<file path="src/rtl/prox_port_defines.vh">
// Register map, bus address, field positions and timing for the proximity sensor host port.
`ifndef PROX_PORT_DEFINES_VH
`define PROX_PORT_DEFINES_VH
`define TARGET_ADDR        7'h13
`define REG_FIRST          8'h80
`define REG_LAST           8'h90
`define REG_COMMAND        8'h80
`define REG_PRODUCT_ID     8'h81
`define REG_RESULT_HIGH    8'h87
`define REG_RESULT_LOW     8'h88
`define CMD_SELF_TIMED     0
`define CMD_PERIODIC       1
`define CMD_SINGLE_SHOT    3
`define CMD_RESULT_READY   5
`define CMD_CONFIG_LOCK    7
`define CMD_RESET          8'h00
`define GEN_RESET          8'h00
`define RESULT_RESET       16'h0000
`define CLK_PERIOD_NS      10
`define MEAS_PERIOD_NS     4000000
`define MEAS_PERIOD_CYCLES (`MEAS_PERIOD_NS / `CLK_PERIOD_NS)
`endif

</file>
<file path="src/rtl/proximity_sensor_host_port.v">
// I2C target port, register file and measurement command logic of the proximity sensor.
//
// Functional notes
// - Seventeen byte registers at 80h to 90h.
// - Answer only target address 13h.
// - Address LSB selects write or read.
// - Write: ack address, register, data byte.
// - Read: set pointer, restart, return byte.
// - Work at standard, fast, high-speed rates.
// - Command bit 7 reads as one.
// - Result-ready bit 5 set on new result.
// - Reading 87h or 88h clears result-ready.
// - Self-timed enable starts oscillator; sequencer also needs periodic.
// - Self-timed measures only with periodic enable.
// - Single shot ignored while self-timed enabled.
// - Interrupt pin is open drain.
// - Result high byte 87h, low 88h.
`timescale 1ns/1ps
`include "prox_port_defines.vh"

module proximity_sensor_host_port #(
   parameter [31:0] MEAS_PERIOD = `MEAS_PERIOD_CYCLES,
   // Arbitrary identification value, not taken from any product.
   parameter [7:0]  PRODUCT_ID  = 8'h5a
) (
   input  wire        ref_clk,
   input  wire        rst,
   input  wire        sclIn,
   input  wire        sdaIn,
   output wire        sdaOut,
   output reg         sdaOe,
   output wire        intOut,
   output wire        intOe,
   output reg         measStart,
   input  wire        measDone,
   input  wire [15:0] measData,
   output wire        lowPowerOscEn
);

   localparam [2:0] ST_IDLE   = 3'h0;
   localparam [2:0] ST_ADDR   = 3'h1;
   localparam [2:0] ST_ACK    = 3'h2;
   localparam [2:0] ST_RXREG  = 3'h3;
   localparam [2:0] ST_RXDATA = 3'h4;
   localparam [2:0] ST_TX     = 3'h5;
   localparam [2:0] ST_TXACK  = 3'h6;

   reg  [1:0]  sclSync;
   reg  [1:0]  sdaSync;
   reg         sclPrev;
   reg         sdaPrev;
   reg  [2:0]  state_reg;
   reg  [2:0]  afterAck_reg;
   reg  [3:0]  bitCnt_reg;
   reg  [7:0]  shift_reg;
   reg  [7:0]  tx_reg;
   reg  [7:0]  ptr_reg;
   reg         nack_reg;
   reg         selfTimed_reg;
   reg         periodic_reg;
   reg         singleShot_reg;
   reg         ready_reg;
   reg         busy_reg;
   reg         shotPending_reg;
   reg  [15:0] result_reg;
   reg  [31:0] timer_reg;
   reg  [7:0]  genReg [0:16];
   reg         wrStrobe;
   reg         rdClear;
   reg  [7:0]  wrData;
   reg  [7:0]  wrAddr;
   integer     i;

   wire scl = sclSync[1];
   wire sda = sdaSync[1];
   wire sclRise = scl & ~sclPrev;
   wire sclFall = ~scl & sclPrev;
   wire startCond = scl & sclPrev & sdaPrev & ~sda;
   wire stopCond = scl & sclPrev & ~sdaPrev & sda;

   wire [7:0] cmdView = {1'b1, 1'b0, ready_reg, 1'b0, singleShot_reg, 1'b0,
                         periodic_reg, selfTimed_reg};

   function inRange;
      input [7:0] a;
      begin
         inRange = (a >= `REG_FIRST) && (a <= `REG_LAST);
      end
   endfunction

   function [7:0] regRead;
      input [7:0] a;
      begin
         if (a == `REG_COMMAND)
            regRead = cmdView;
         else if (a == `REG_PRODUCT_ID)
            regRead = PRODUCT_ID;
         else if (a == `REG_RESULT_HIGH)
            regRead = result_reg[15:8];
         else if (a == `REG_RESULT_LOW)
            regRead = result_reg[7:0];
         else if (inRange(a))
            regRead = genReg[a[4:0] - 5'h00];
         else
            regRead = 8'h00;
      end
   endfunction

   // The line is pulled only for a zero, so the first bit out is the inverted MSB.
   function pullMsb;
      input [7:0] a;
      reg   [7:0] b;
      begin
         b = regRead(a);
         pullMsb = ~b[7];
      end
   endfunction

   assign sdaOut = 1'b0;
   assign intOut = 1'b0;
   assign intOe = ready_reg;
   assign lowPowerOscEn = selfTimed_reg;

   // Both bus pins are asynchronous to ref_clk; the second stage alone feeds logic.
   always @(posedge ref_clk or posedge rst) begin
      if (rst) begin
         sclSync <= 2'h3;
         sdaSync <= 2'h3;
         sclPrev <= 1'b1;
         sdaPrev <= 1'b1;
      end else begin
         sclSync <= {sclSync[0], sclIn};
         sdaSync <= {sdaSync[0], sdaIn};
         sclPrev <= scl;
         sdaPrev <= sda;
      end
   end

   // oversampled bit engine
   // At 3.4 MHz the bus clock gives about 29 samples per bit, so the two-stage
   // synchroniser delay still lands inside the data hold window.
   always @(posedge ref_clk or posedge rst) begin
      if (rst) begin
         state_reg <= ST_IDLE;
         afterAck_reg <= ST_IDLE;
         bitCnt_reg <= 4'h0;
         shift_reg <= 8'h00;
         tx_reg <= 8'h00;
         ptr_reg <= `REG_FIRST;
         nack_reg <= 1'b0;
         sdaOe <= 1'b0;
         wrStrobe <= 1'b0;
         rdClear <= 1'b0;
         wrData <= 8'h00;
         wrAddr <= 8'h00;
      end else begin
         wrStrobe <= 1'b0;
         rdClear <= 1'b0;
         if (startCond) begin
            state_reg <= ST_ADDR;
            bitCnt_reg <= 4'h0;
            sdaOe <= 1'b0;
         end else if (stopCond) begin
            state_reg <= ST_IDLE;
            sdaOe <= 1'b0;
         end else begin
            case (state_reg)
               ST_ADDR, ST_RXREG, ST_RXDATA: begin
                  if (sclRise) begin
                     shift_reg <= {shift_reg[6:0], sda};
                     bitCnt_reg <= bitCnt_reg + 4'h1;
                  end else if (sclFall && bitCnt_reg == 4'h8) begin
                     bitCnt_reg <= 4'h0;
                     state_reg <= ST_ACK;
                     sdaOe <= 1'b1;
                     if (state_reg == ST_ADDR) begin
                        if (shift_reg[7:1] != `TARGET_ADDR) begin
                           state_reg <= ST_IDLE;
                           sdaOe <= 1'b0;
                        end
                        afterAck_reg <= shift_reg[0] ? ST_TX : ST_RXREG;
                     end else if (state_reg == ST_RXREG) begin
                        ptr_reg <= shift_reg;
                        afterAck_reg <= ST_RXDATA;
                     end else begin
                        wrStrobe <= 1'b1;
                        wrData <= shift_reg;
                        wrAddr <= ptr_reg;
                        ptr_reg <= ptr_reg + 8'h01;
                        afterAck_reg <= ST_RXDATA;
                     end
                  end
               end
               ST_ACK: begin
                  if (sclFall) begin
                     state_reg <= afterAck_reg;
                     sdaOe <= 1'b0;
                     if (afterAck_reg == ST_TX) begin
                        tx_reg <= regRead(ptr_reg);
                        sdaOe <= pullMsb(ptr_reg);
                        rdClear <= (ptr_reg == `REG_RESULT_HIGH) ||
                                   (ptr_reg == `REG_RESULT_LOW);
                        ptr_reg <= ptr_reg + 8'h01;
                     end
                  end
               end
               ST_TX: begin
                  if (sclRise) begin
                     bitCnt_reg <= bitCnt_reg + 4'h1;
                  end else if (sclFall) begin
                     if (bitCnt_reg == 4'h8) begin
                        bitCnt_reg <= 4'h0;
                        sdaOe <= 1'b0;
                        state_reg <= ST_TXACK;
                     end else begin
                        tx_reg <= {tx_reg[6:0], 1'b0};
                        sdaOe <= ~tx_reg[6];
                     end
                  end
               end
               ST_TXACK: begin
                  if (sclRise) begin
                     nack_reg <= sda;
                  end else if (sclFall) begin
                     if (nack_reg) begin
                        state_reg <= ST_IDLE;
                     end else begin
                        state_reg <= ST_TX;
                        tx_reg <= regRead(ptr_reg);
                        sdaOe <= pullMsb(ptr_reg);
                        rdClear <= (ptr_reg == `REG_RESULT_HIGH) ||
                                   (ptr_reg == `REG_RESULT_LOW);
                        ptr_reg <= ptr_reg + 8'h01;
                     end
                  end
               end
               default: begin
                  state_reg <= ST_IDLE;
               end
            endcase
         end
      end
   end

   // Register writes and the measurement sequencer share one process so that
   // a completing measurement and a host access never race on the same bit.
   always @(posedge ref_clk or posedge rst) begin
      if (rst) begin
         selfTimed_reg <= 1'b0;
         periodic_reg <= 1'b0;
         singleShot_reg <= 1'b0;
         ready_reg <= 1'b0;
         busy_reg <= 1'b0;
         shotPending_reg <= 1'b0;
         result_reg <= `RESULT_RESET;
         timer_reg <= 32'h0;
         measStart <= 1'b0;
         for (i = 0; i < 17; i = i + 1)
            genReg[i] <= `GEN_RESET;
      end else begin
         measStart <= 1'b0;
         if (wrStrobe && inRange(wrAddr) && wrAddr != `REG_PRODUCT_ID &&
             wrAddr != `REG_RESULT_HIGH && wrAddr != `REG_RESULT_LOW)
            genReg[wrAddr[4:0]] <= wrData;
         if (wrStrobe && wrAddr == `REG_COMMAND) begin
            selfTimed_reg <= wrData[`CMD_SELF_TIMED];
            periodic_reg <= wrData[`CMD_PERIODIC];
            if (wrData[`CMD_SINGLE_SHOT] && !wrData[`CMD_SELF_TIMED] && !selfTimed_reg)
               singleShot_reg <= 1'b1;
         end
         if (selfTimed_reg && periodic_reg) begin
            if (timer_reg >= MEAS_PERIOD - 32'h1) begin
               timer_reg <= 32'h0;
               if (!busy_reg) begin
                  measStart <= 1'b1;
                  busy_reg <= 1'b1;
                  shotPending_reg <= 1'b0;
               end
            end else begin
               timer_reg <= timer_reg + 32'h1;
            end
         end else begin
            timer_reg <= 32'h0;
            if (singleShot_reg && !selfTimed_reg && !busy_reg) begin
               measStart <= 1'b1;
               busy_reg <= 1'b1;
               shotPending_reg <= 1'b1;
            end
         end
         if (rdClear)
            ready_reg <= 1'b0;
         if (busy_reg && measDone) begin
            busy_reg <= 1'b0;
            result_reg <= measData;
            // new result sets ready, winning over a read clear
            ready_reg <= 1'b1;
            if (shotPending_reg)
               singleShot_reg <= 1'b0;
         end
      end
   end

endmodule

</file>
<file path="config.mk">
export PLATFORM = sky130hd
export DESIGN_NAME = proximity_sensor_host_port
export DESIGN_NICKNAME = d
export VERILOG_FILES = /design/src/rtl/proximity_sensor_host_port.v
export VERILOG_INCLUDE_DIRS = /design/src /design/src/rtl
export SDC_FILE = /design/constraint.sdc
export NUM_CORES = 1
export LEC_CHECK = 0
export ABC_CLOCK_PERIOD_IN_PS = 13250
export BUFFER_PORTS_ARGS = -buffer_cell sky130_fd_sc_hd__buf_2
export CORE_UTILIZATION = 55
export DETAILED_ROUTE_END_ITERATION = 10
export GPL_TIMING_DRIVEN = 0
export PLACE_DENSITY = 0.73
export SETUP_SLACK_MARGIN = 0.1
export SLEW_MARGIN = 20
export SYNTH_ARGS = -nofsm -noshare
export SYNTH_HDL_FRONTEND = slang
export SYNTH_SLANG_ARGS = --single-unit
</file>
<file path="constraint.sdc">
create_clock -name ref_clk -period 13.25 [get_ports ref_clk]
set_input_delay 0.6625 -clock ref_clk [delete_from_list [all_inputs] [get_ports ref_clk]]
set_output_delay 0.6625 -clock ref_clk [all_outputs]
set_load 0.005 [all_outputs]
</file>
==> impl_metrics.yaml, run 1 <==
status:
  run_status: "completed"
timing:
  rsz0062_at_grt: "false"
  worstMarginPinSlew_ps: 980
  timing.final.crit_share_pct: 23.4
  hold_viol_final: 0
  slew_headroom_pct: 34.3
  maxSlewViolCount: 0
  min_period_ps: 3100
  fmax_mhz: 322
  final.setup.tns_ps: 0
  skew_ps: 20.7
  finalSetupViolCount: 0
placement:
  gp_congestion: 0.935
  dp_hpwl_um: 18100
  place.port_buffers: 24
pwr:
  irDropWorstVdd_v: 0.000120
  pwr_density_cell_nw_per_um2: 126
  p_leak_nw: 6.10
  power_w: 0.00169
floorplanning:
  die-width_um: 149
  core_area_um2: 21100
  ios: 27
  dieArea_um2: 22200
  die_h_um: 149
  row_count: 53
  initial_core_util_pct: 56.3
global_routing:
  grt_pass1_vias: 7702
  grt_max_degree: 91
  antenna_found_initial: 1
  track_usage_pct: 25.3
  grt_first_pass_wirelength_um: 43000
  grt-ovfl-total: 0
job:
  maxCapViolCount: 0
synth:
  ys.warnings.count: 0
  synth_edf_count: 0
  syn-cell-area_um2: 11900
  synth_seq_cells: 250
  synth-compound-area-share_pct: 8.21
  seq_area_frac_synth_pct: 52.8
  synthAdderAreaFrac_pct: 0.949
  ys.flop_type: "dfrtp_1"
  synth_top_family_by_area: "multiplexers"
  synth_xor_area_share_pct: 1.33
  synthCells: 951
  synth-simple-area-share_pct: 11.0
  synth_mux_area_share_pct: 21.9
  async_reset_ff_share_pct: 100
  syn_area_per_cell_um2: 12.5
  ys_types: 81
critical_path:
  r2r-start: "ptr_reg[1]"
  critPathMaxFanout: 10
  cp_data_required_time_ps: 13700
  end_kind: "flop"
  cp_data_arrival_time_ps: 3550
  rrSetupSlack_ps: 10150
  reg2reg_depth: 11
  r2r-end: "tx_reg[6]"
  worstSetupStartpointType: "flop"
  crit_type: "reg -> reg"
  startpoint: "ptr_reg[1]"
  endpoint: "tx_reg[6]"
clock_network:
  clkLatencyLatePin_ps: 550
  cts.hold.buffers_added: 0
  cts_sinks: 250
  post-cts-setup-buffer-count: 0
  cts_root_buffer: "clkbuf_16"
  ctsHtreeMaxLevel: 1
  cts_made_buffers: 27
  cts.repair.resized: 0
  cts_tree: "yes"
  clkSlewWorstSetupHoldPaths_ps: 60
  cts_buffer_depth: 3
final_layout:
  layout_common_cells: "243 x dfrtp_1, 144 x mux2_2, 56 x nand2_1, 54 x clkbuf_1, 46 x nor2_1"
  largest_reg_flops: 136
  final_common_cell: "dfrtp_1"
  area_growth_pct: 12.9
  nets: 1050
  drive_above_1_share_pct: 30.5
routing:
  firstDrtPassIters: 5
  via_count: 7739
  drcViolationCount: 0
  ant_nets: 0
  routed_wirelength_um: 27000
  drt-initial-drc-count: 598
  vias_per_cell: 5.88
  wl_per_cell_um: 20.5
min_path:
  min_path_type: "in -> async"
-- worst max-delay path: stages (launching register included) --
cell	delay, ps
dfrtp_1	350
buf_4	230
buf_2	310
buf_2	370
inv_1	130
ha_1	270
and3b_1	270
a211o_1	370
nor2_1	130
a22oi_1	100
a211o_1	320
a31oi_1	140
-- where the power goes --
group          internal (W)   total, W  switching [W]
registers          0.000797   0.000823      0.0000259
logic             0.0000362  0.0000769      0.0000407
clock network      0.000478   0.000788       0.000310
total               0.00131    0.00169       0.000376
-- per-layer routing --
layer	routed length (µm)	vias to the layer above	global-route usage, %	part of all wire [%]
li1	-	3563	-	-
met1	12400	3919	36.4	46
met2	12500	204	39.8	46
met3	1260	53	3.85	4.7
met4	749	0	7.45	2.8
met5	0	-	0	0
-- synth_stat cells, drive strengths merged, types with 13 or more instances --
cell type	count	share of area (%)
nand2	57	1.8
mux4	31	6.0
o22ai	13	0.69
clkbuf	50	1.6
mux2	157	15
a21oi	26	1.1
inv	23	0.73
nand3	25	1.1
buf	25	1.6
o21ai	42	1.8
nor2	67	2.9
dfrtp	243	51
-- worst min path at each step --
stage,start,end,slack (ps),cells past startpoint
after global placement,sdaSync[0],sdaSync[1],350,0
after floorplan,sclSync[0],sclSync[1],350,0
after detailed placement,sclSync[0],sclSync[1],350,0
after CTS,rst,genReg[49],210,2
final,rst,genReg[49],180,2
after global routing,sdaIn,sdaSync[0],220,1
-- area by class of cell --
type / instances / area (µm²)
timing repair buffer: 26 / 175
sequential: 250 / 6260
fill: 1614 / 7690
clock buffer: 39 / 801
tap: 275 / 344
antenna: 1 / 2.50
inverter: 23 / 93.8
multi-input combinational: 617 / 5200
clock inverter: 11 / 145
buffer: 75 / 373
-- metrics by stage --
stage | area [µm²] | util (%) | hold slack, ps | setup slack (ps) | instances
finish | 13400 | 63.5 | 183 | 10150 | 1317
global route | 13400 | 63.5 | 221 | 9960 | 1316
CTS | 13400 | 63.5 | 211 | 10160 | 1316
detailed placement | 12400 | 59.0 | 347 | 10200 | 1266
global placement | 12400 | 58.7 | 346 | 2980 | 1264
floorplan | 11900 | - | 345 | 5730 | 965
-- logic make-up after synthesis --
group | Yosys count
XOR/XNOR | 18
multiplexers | 199
buffers and inverters | 98
AND/OR/NAND/NOR | 230
adder cells (fa/ha/maj) | 9
AO/OA/AOI/OAI | 146
flip-flops | 250
other | 1
Note: power is estimated with default switching activity, not from simulation.
==> inputs of run 2 (changes only) <==
Settings changed: ABC_CLOCK_PERIOD_IN_PS 13250 to 3100.
Clock period 13.25 ns to 3.1 ns, I/O delays scaled along.
==> impl_metrics.yaml, run 2 (synthesized netlist as in run 1, its figures left out) <==
timing:
  rsz0062_at_grt: "false"
  finalSetupViolCount: 0
  maxSlewViolCount: 0
  fmax_mhz: 347
  timing.final.crit_share_pct: 92.8
  hold_viol_final: 0
  worstMarginPinSlew_ps: 1010
  slew_headroom_pct: 32.2
  min_period_ps: 2880
  skew_ps: 13.4
  setup_ws_ps: 222
clock_network:
  cts_sinks: 250
  clkLatencyLatePin_ps: 540
  cts_root_buffer: "clkbuf_16"
  post-cts-setup-buffer-count: 0
  ctsHtreeMaxLevel: 1
  cts_made_buffers: 27
  cts_tree: "yes"
  clkSlewWorstSetupHoldPaths_ps: 60
  cts_buffer_depth: 3
routing:
  wl_per_cell_um: 20.3
  wl_met3_um: 1140
  routed_wirelength_um: 27100
  vias_per_cell: 5.91
  drcViolationCount: 0
  route.met2.wl_um: 12600
  via_count: 7902
  ant_nets: 0
  firstDrtPassIters: 5
  drt-initial-drc-count: 543
  highest_layer: "met4"
  wl_met1_um: 12500
placement:
  gp_congestion: 0.922
  place.port_buffers: 24
  dp_hpwl_um: 18300
  detailedPlace.worstSlack_ps: 109
floorplanning:
  ios: 27
  die-width_um: 149
  dieArea_um2: 22200
  initial_core_util_pct: 56.3
  core_area_um2: 21100
  die_h_um: 149
  row_count: 53
critical_path:
  rrSetupSlack_ps: 220
  reg2reg_depth: 11
  r2r-start: "ptr_reg[0]"
  cp_data_required_time_ps: 3550
  path_cells: "buf_6, buf_6, buf_4, inv_1, ha_1, and3b_1, a211o_1, nor2_1, a22oi_1, a211o_1, a31oi_1"
  cp_data_arrival_time_ps: 3330
  critPathBufInv: 4
  crit_type: "reg -> reg"
  r2r-end: "tx_reg[6]"
  end_kind: "flop"
  worstSetupStartpointType: "flop"
  path_delay_family: "compound AO/OA/AOI/OAI gates"
  critical-path-max-stage-delay_ps: 420
  startpoint: "ptr_reg[0]"
  critPathMaxFanout: 10
  slowest_stage: "dfrtp_2"
global_routing:
  grt_pass1_vias: 7936
  grt_max_degree: 36
  grt_first_pass_wirelength_um: 43600
  grt-ovfl-total: 0
  track_usage_pct: 25.6
  antenna_found_initial: 0
final_layout:
  seq_area_um2: 6270
  fillCellCount: 1551
  layout_common_cells: "242 x dfrtp_1, 144 x mux2_2, 56 x nand2_1, 54 x clkbuf_1, 46 x nor2_1"
  final_common_cell: "dfrtp_1"
  largest_reg_flops: 136
  drive_above_1_share_pct: 30.1
  n_antenna_cell: 0
  area_growth_pct: 15.2
  utilization_pct: 64.9
  multiInputGateArea_um2: 5200
  nets: 1076
status:
  run_status: "completed"
pwr:
  clock_power_share_pct: 46.2
  p_seq_share_pct: 48.8
  switching_share_pct: 22.0
  irDropWorstVdd_v: 0.000364
  pwr_density_cell_nw_per_um2: 528
  comb_power_share_pct: 5.0
  power_w: 0.00723
  p_leak_nw: 6.22
  p_switching_w: 0.00159
  p_int_w: 0.00563
min_path:
  min_path_type: "in -> async"
job:
  maxCapViolCount: 0
run 2: layout make-up:
type,count,share of cell area [%]
Timing Repair Buffer,52,3.57
Tap cell,275,2.52
Buffer,75,2.76
Clock inverter,9,1.13
Clock buffer,36,5.55
Inverter,23,0.659
Multi-Input combinational cell,617,38.0
Sequential cell,250,45.8
run 2: repair_timing:
action                                 4_1_cts  5_1_grt
endpoints found under the hold margin       64        0
gates resized for setup                      1        3
hold buffers                                20        0
setup endpoints to repair                    2        2
run 2: layer usage:
layer	vias up	GRT usage, %
met5	-	0
met4	0	8.88
met3	58	3.24
met2	219	40.6
met1	4017	36.4
li1	3608	-
run 2: power groups by stage:
| stage | Clock [W] | Sequential, W | Combinational (W) |
|---|---|---|---|
| 2_1_floorplan | 0 | 0.00352 | 0.000249 |
| 3_3_place_gp | 0 | 0.00357 | 0.000312 |
| 3_5_place_dp | 0 | 0.00357 | 0.000348 |
| 4_1_cts | 0.00338 | 0.00352 | 0.000373 |
| 5_1_grt | 0.00352 | 0.00354 | 0.000408 |
| 6_report | 0.00334 | 0.00352 | 0.000364 |
run 2: tightest hold or removal path, stage by stage:
cell and delay [ps]:
dlygate4sd3_1 530, buf_2 130, clkinvlp_4 300
run 2: metrics by stage:
step | area [µm²] | hold slack, ps | TNS [ps] | cells
2_1_floorplan | 11900 | 159 | -81890 | 965
3_3_place_gp | 12400 | 261 | -440150 | 1264
3_5_place_dp | 12600 | 196 | 0 | 1272
4_1_cts | 13700 | 180 | 0 | 1337
5_1_grt | 13700 | 229 | 0 | 1337
6_report | 13700 | 174 | 0 | 1337
run 2: how the worst max path moves through the flow:
stage / cells past startpoint / endpoint / slack [ps]
3_5_place_dp: 11 / tx_reg[6] / 110
5_1_grt: 11 / tx_reg[4] / 110
3_3_place_gp: 2 / bitCnt_reg[2] / -1810
2_1_floorplan: 1 / afterAck_reg[0] / -340
6_report: 11 / tx_reg[6] / 220
4_1_cts: 11 / tx_reg[6] / 170
==> inputs of run 3 (changes only) <==
Settings changed: PLACE_DENSITY 0.73 to 0.71.
==> impl_metrics.yaml, run 3 (synthesized netlist as in run 1, its figures left out) <==
placement:
  place.port_buffers: 24
  dp_cells: 1272
  dp_hpwl_um: 19100
  gp_congestion: 0.908
critical_path:
  r2r-start: "ptr_reg[0]"
  worstSetupStartpointType: "flop"
  critPathBufInv: 4
  cp_data_arrival_time_ps: 3270
  path_delay_family: "compound AO/OA/AOI/OAI gates"
  slowest_stage: "dfrtp_1"
  cp_num_cells: 11
  critPathMaxFanout: 10
  startpoint: "ptr_reg[0]"
  end_kind: "flop"
  cp_data_required_time_ps: 3560
  reg2reg_depth: 11
  critical-path-max-stage-delay_ps: 440
  crit_type: "reg -> reg"
  path_cells: "buf_6, buf_8, buf_4, inv_1, ha_1, and3b_1, a211o_1, a21oi_1, o2bb2ai_1, nand2_1, a31oi_1"
global_routing:
  grt_pass1_vias: 7952
  antenna_found_initial: 1
  track_usage_pct: 26.2
  grt-ovfl-total: 0
  grt_max_degree: 36
  grt_first_pass_wirelength_um: 44200
timing:
  min_period_ps: 2810
  worstMarginPinSlew_ps: 918
  finalSetupViolCount: 0
  final.setup.tns_ps: 0
  fmax_mhz: 356
  slew_headroom_pct: 38.4
  rsz0062_at_grt: "false"
  skew_ps: 10.2
  hold_viol_final: 0
  maxSlewViolCount: 0
  timing.final.crit_share_pct: 90.6
final_layout:
  layout_common_cells: "243 x dfrtp_1, 144 x mux2_2, 60 x clkbuf_1, 56 x nand2_1, 46 x nor2_1"
  multiInputGateArea_um2: 5200
  area_growth_pct: 15.5
  seq_area_um2: 6260
  fillCellCount: 1589
  final_cells: 1344
  nets: 1077
  final_common_cell: "dfrtp_1"
  drive_above_1_share_pct: 29.9
  utilization_pct: 65.0
  n_antenna_cell: 0
  largest_reg_flops: 136
pwr:
  comb_power_share_pct: 5.0
  power_w: 0.00723
  irDropWorstVdd_v: 0.000470
  clock_power_share_pct: 46.4
  p_seq_share_pct: 48.6
  pwr_density_cell_nw_per_um2: 527
  p_switching_w: 0.00159
  switching_share_pct: 22.0
  p_leak_nw: 6.24
  p_int_w: 0.00564
floorplanning:
  die_h_um: 149
  ios: 27
  die-width_um: 149
  initial_core_util_pct: 56.3
  dieArea_um2: 22200
  core_area_um2: 21100
  row_count: 53
job:
  maxCapViolCount: 0
clock_network:
  cts_sinks: 250
  cts_root_buffer: "clkbuf_16"
  cts_made_buffers: 28
  ctsHtreeMaxLevel: 1
  clkSlewWorstSetupHoldPaths_ps: 60
  cts_tree: "yes"
  clkLatencyLatePin_ps: 540
  cts_buffer_depth: 3
min_path:
  min_path_type: "in -> async"
routing:
  via_count: 7894
  firstDrtPassIters: 5
  drcViolationCount: 0
  ant_nets: 0
  routed_wirelength_um: 27600
  wl_per_cell_um: 20.5
  vias_per_cell: 5.87
  drt-initial-drc-count: 483
status:
  run_status: "completed"
[run 3: repair_timing]
item                       CTS  global route
setup buffers                0             0
setup endpoints to repair    3             4
hold endpoints to repair    39             0
hold buffers                20             0
resized for setup            1             4
[run 3: power groups by stage]
stage / Combinational [W] / Clock (W) / Sequential (W)
2_1_floorplan: 0.000249 / 0 / 0.00352
5_1_grt: 0.000409 / 0.00354 / 0.00353
6_report: 0.000362 / 0.00336 / 0.00351
3_5_place_dp: 0.000346 / 0 / 0.00356
4_1_cts: 0.000370 / 0.00341 / 0.00351
3_3_place_gp: 0.000308 / 0 / 0.00357
[run 3: layout make-up]
class	count	share of cell area, %
sequential	250	45.7
multi-input combinational	617	37.9
clock buffer	43	5.88
timing repair buffer	52	3.56
buffer	75	2.81
tap	275	2.51
clock inverter	9	1.00
inverter	23	0.657
[run 3: through the flow]
stage / cell area [µm²] / setup WS, ps / hold slack, ps
3_3_place_gp: 12400 / -1790 / 259
2_1_floorplan: 11900 / -337 / 159
5_1_grt: 13700 / 127 / 264
6_report: 13700 / 290 / 220
3_5_place_dp: 12600 / 25.7 / 247
4_1_cts: 13700 / 164 / 224
[run 3: per-layer routing]
metal | routed length [µm] | share of wire [%] | track usage [%]
met1 | 11700 | 43 | 35.0
met2 | 13400 | 49 | 43.5
met3 | 1420 | 5.2 | 3.67
met4 | 978 | 3.5 | 10.1
met5 | 13 | 0.047 | 0
[run 3: worst paths after layout]
kind / end / slack [ps]
setup reg to reg: tx_reg[2] / 290
min in group ref_clk: sdaSync[0] / 260
setup / recovery: tx_reg[2] / 290
hold reg to reg: sclSync[1] / 360
max in group asynchronous: sdaPrev / 1830
hold / removal: timer_reg[18] / 220
[run 3: worst register-to-register path: stages (launching register included)]
cell	delay, ps
dfrtp_1	440
buf_6	230
buf_8	210
buf_4	230
inv_1	80
ha_1	250
and3b_1	260
a211o_1	370
a21oi_1	200
o2bb2ai_1	160
nand2_1	110
a31oi_1	170
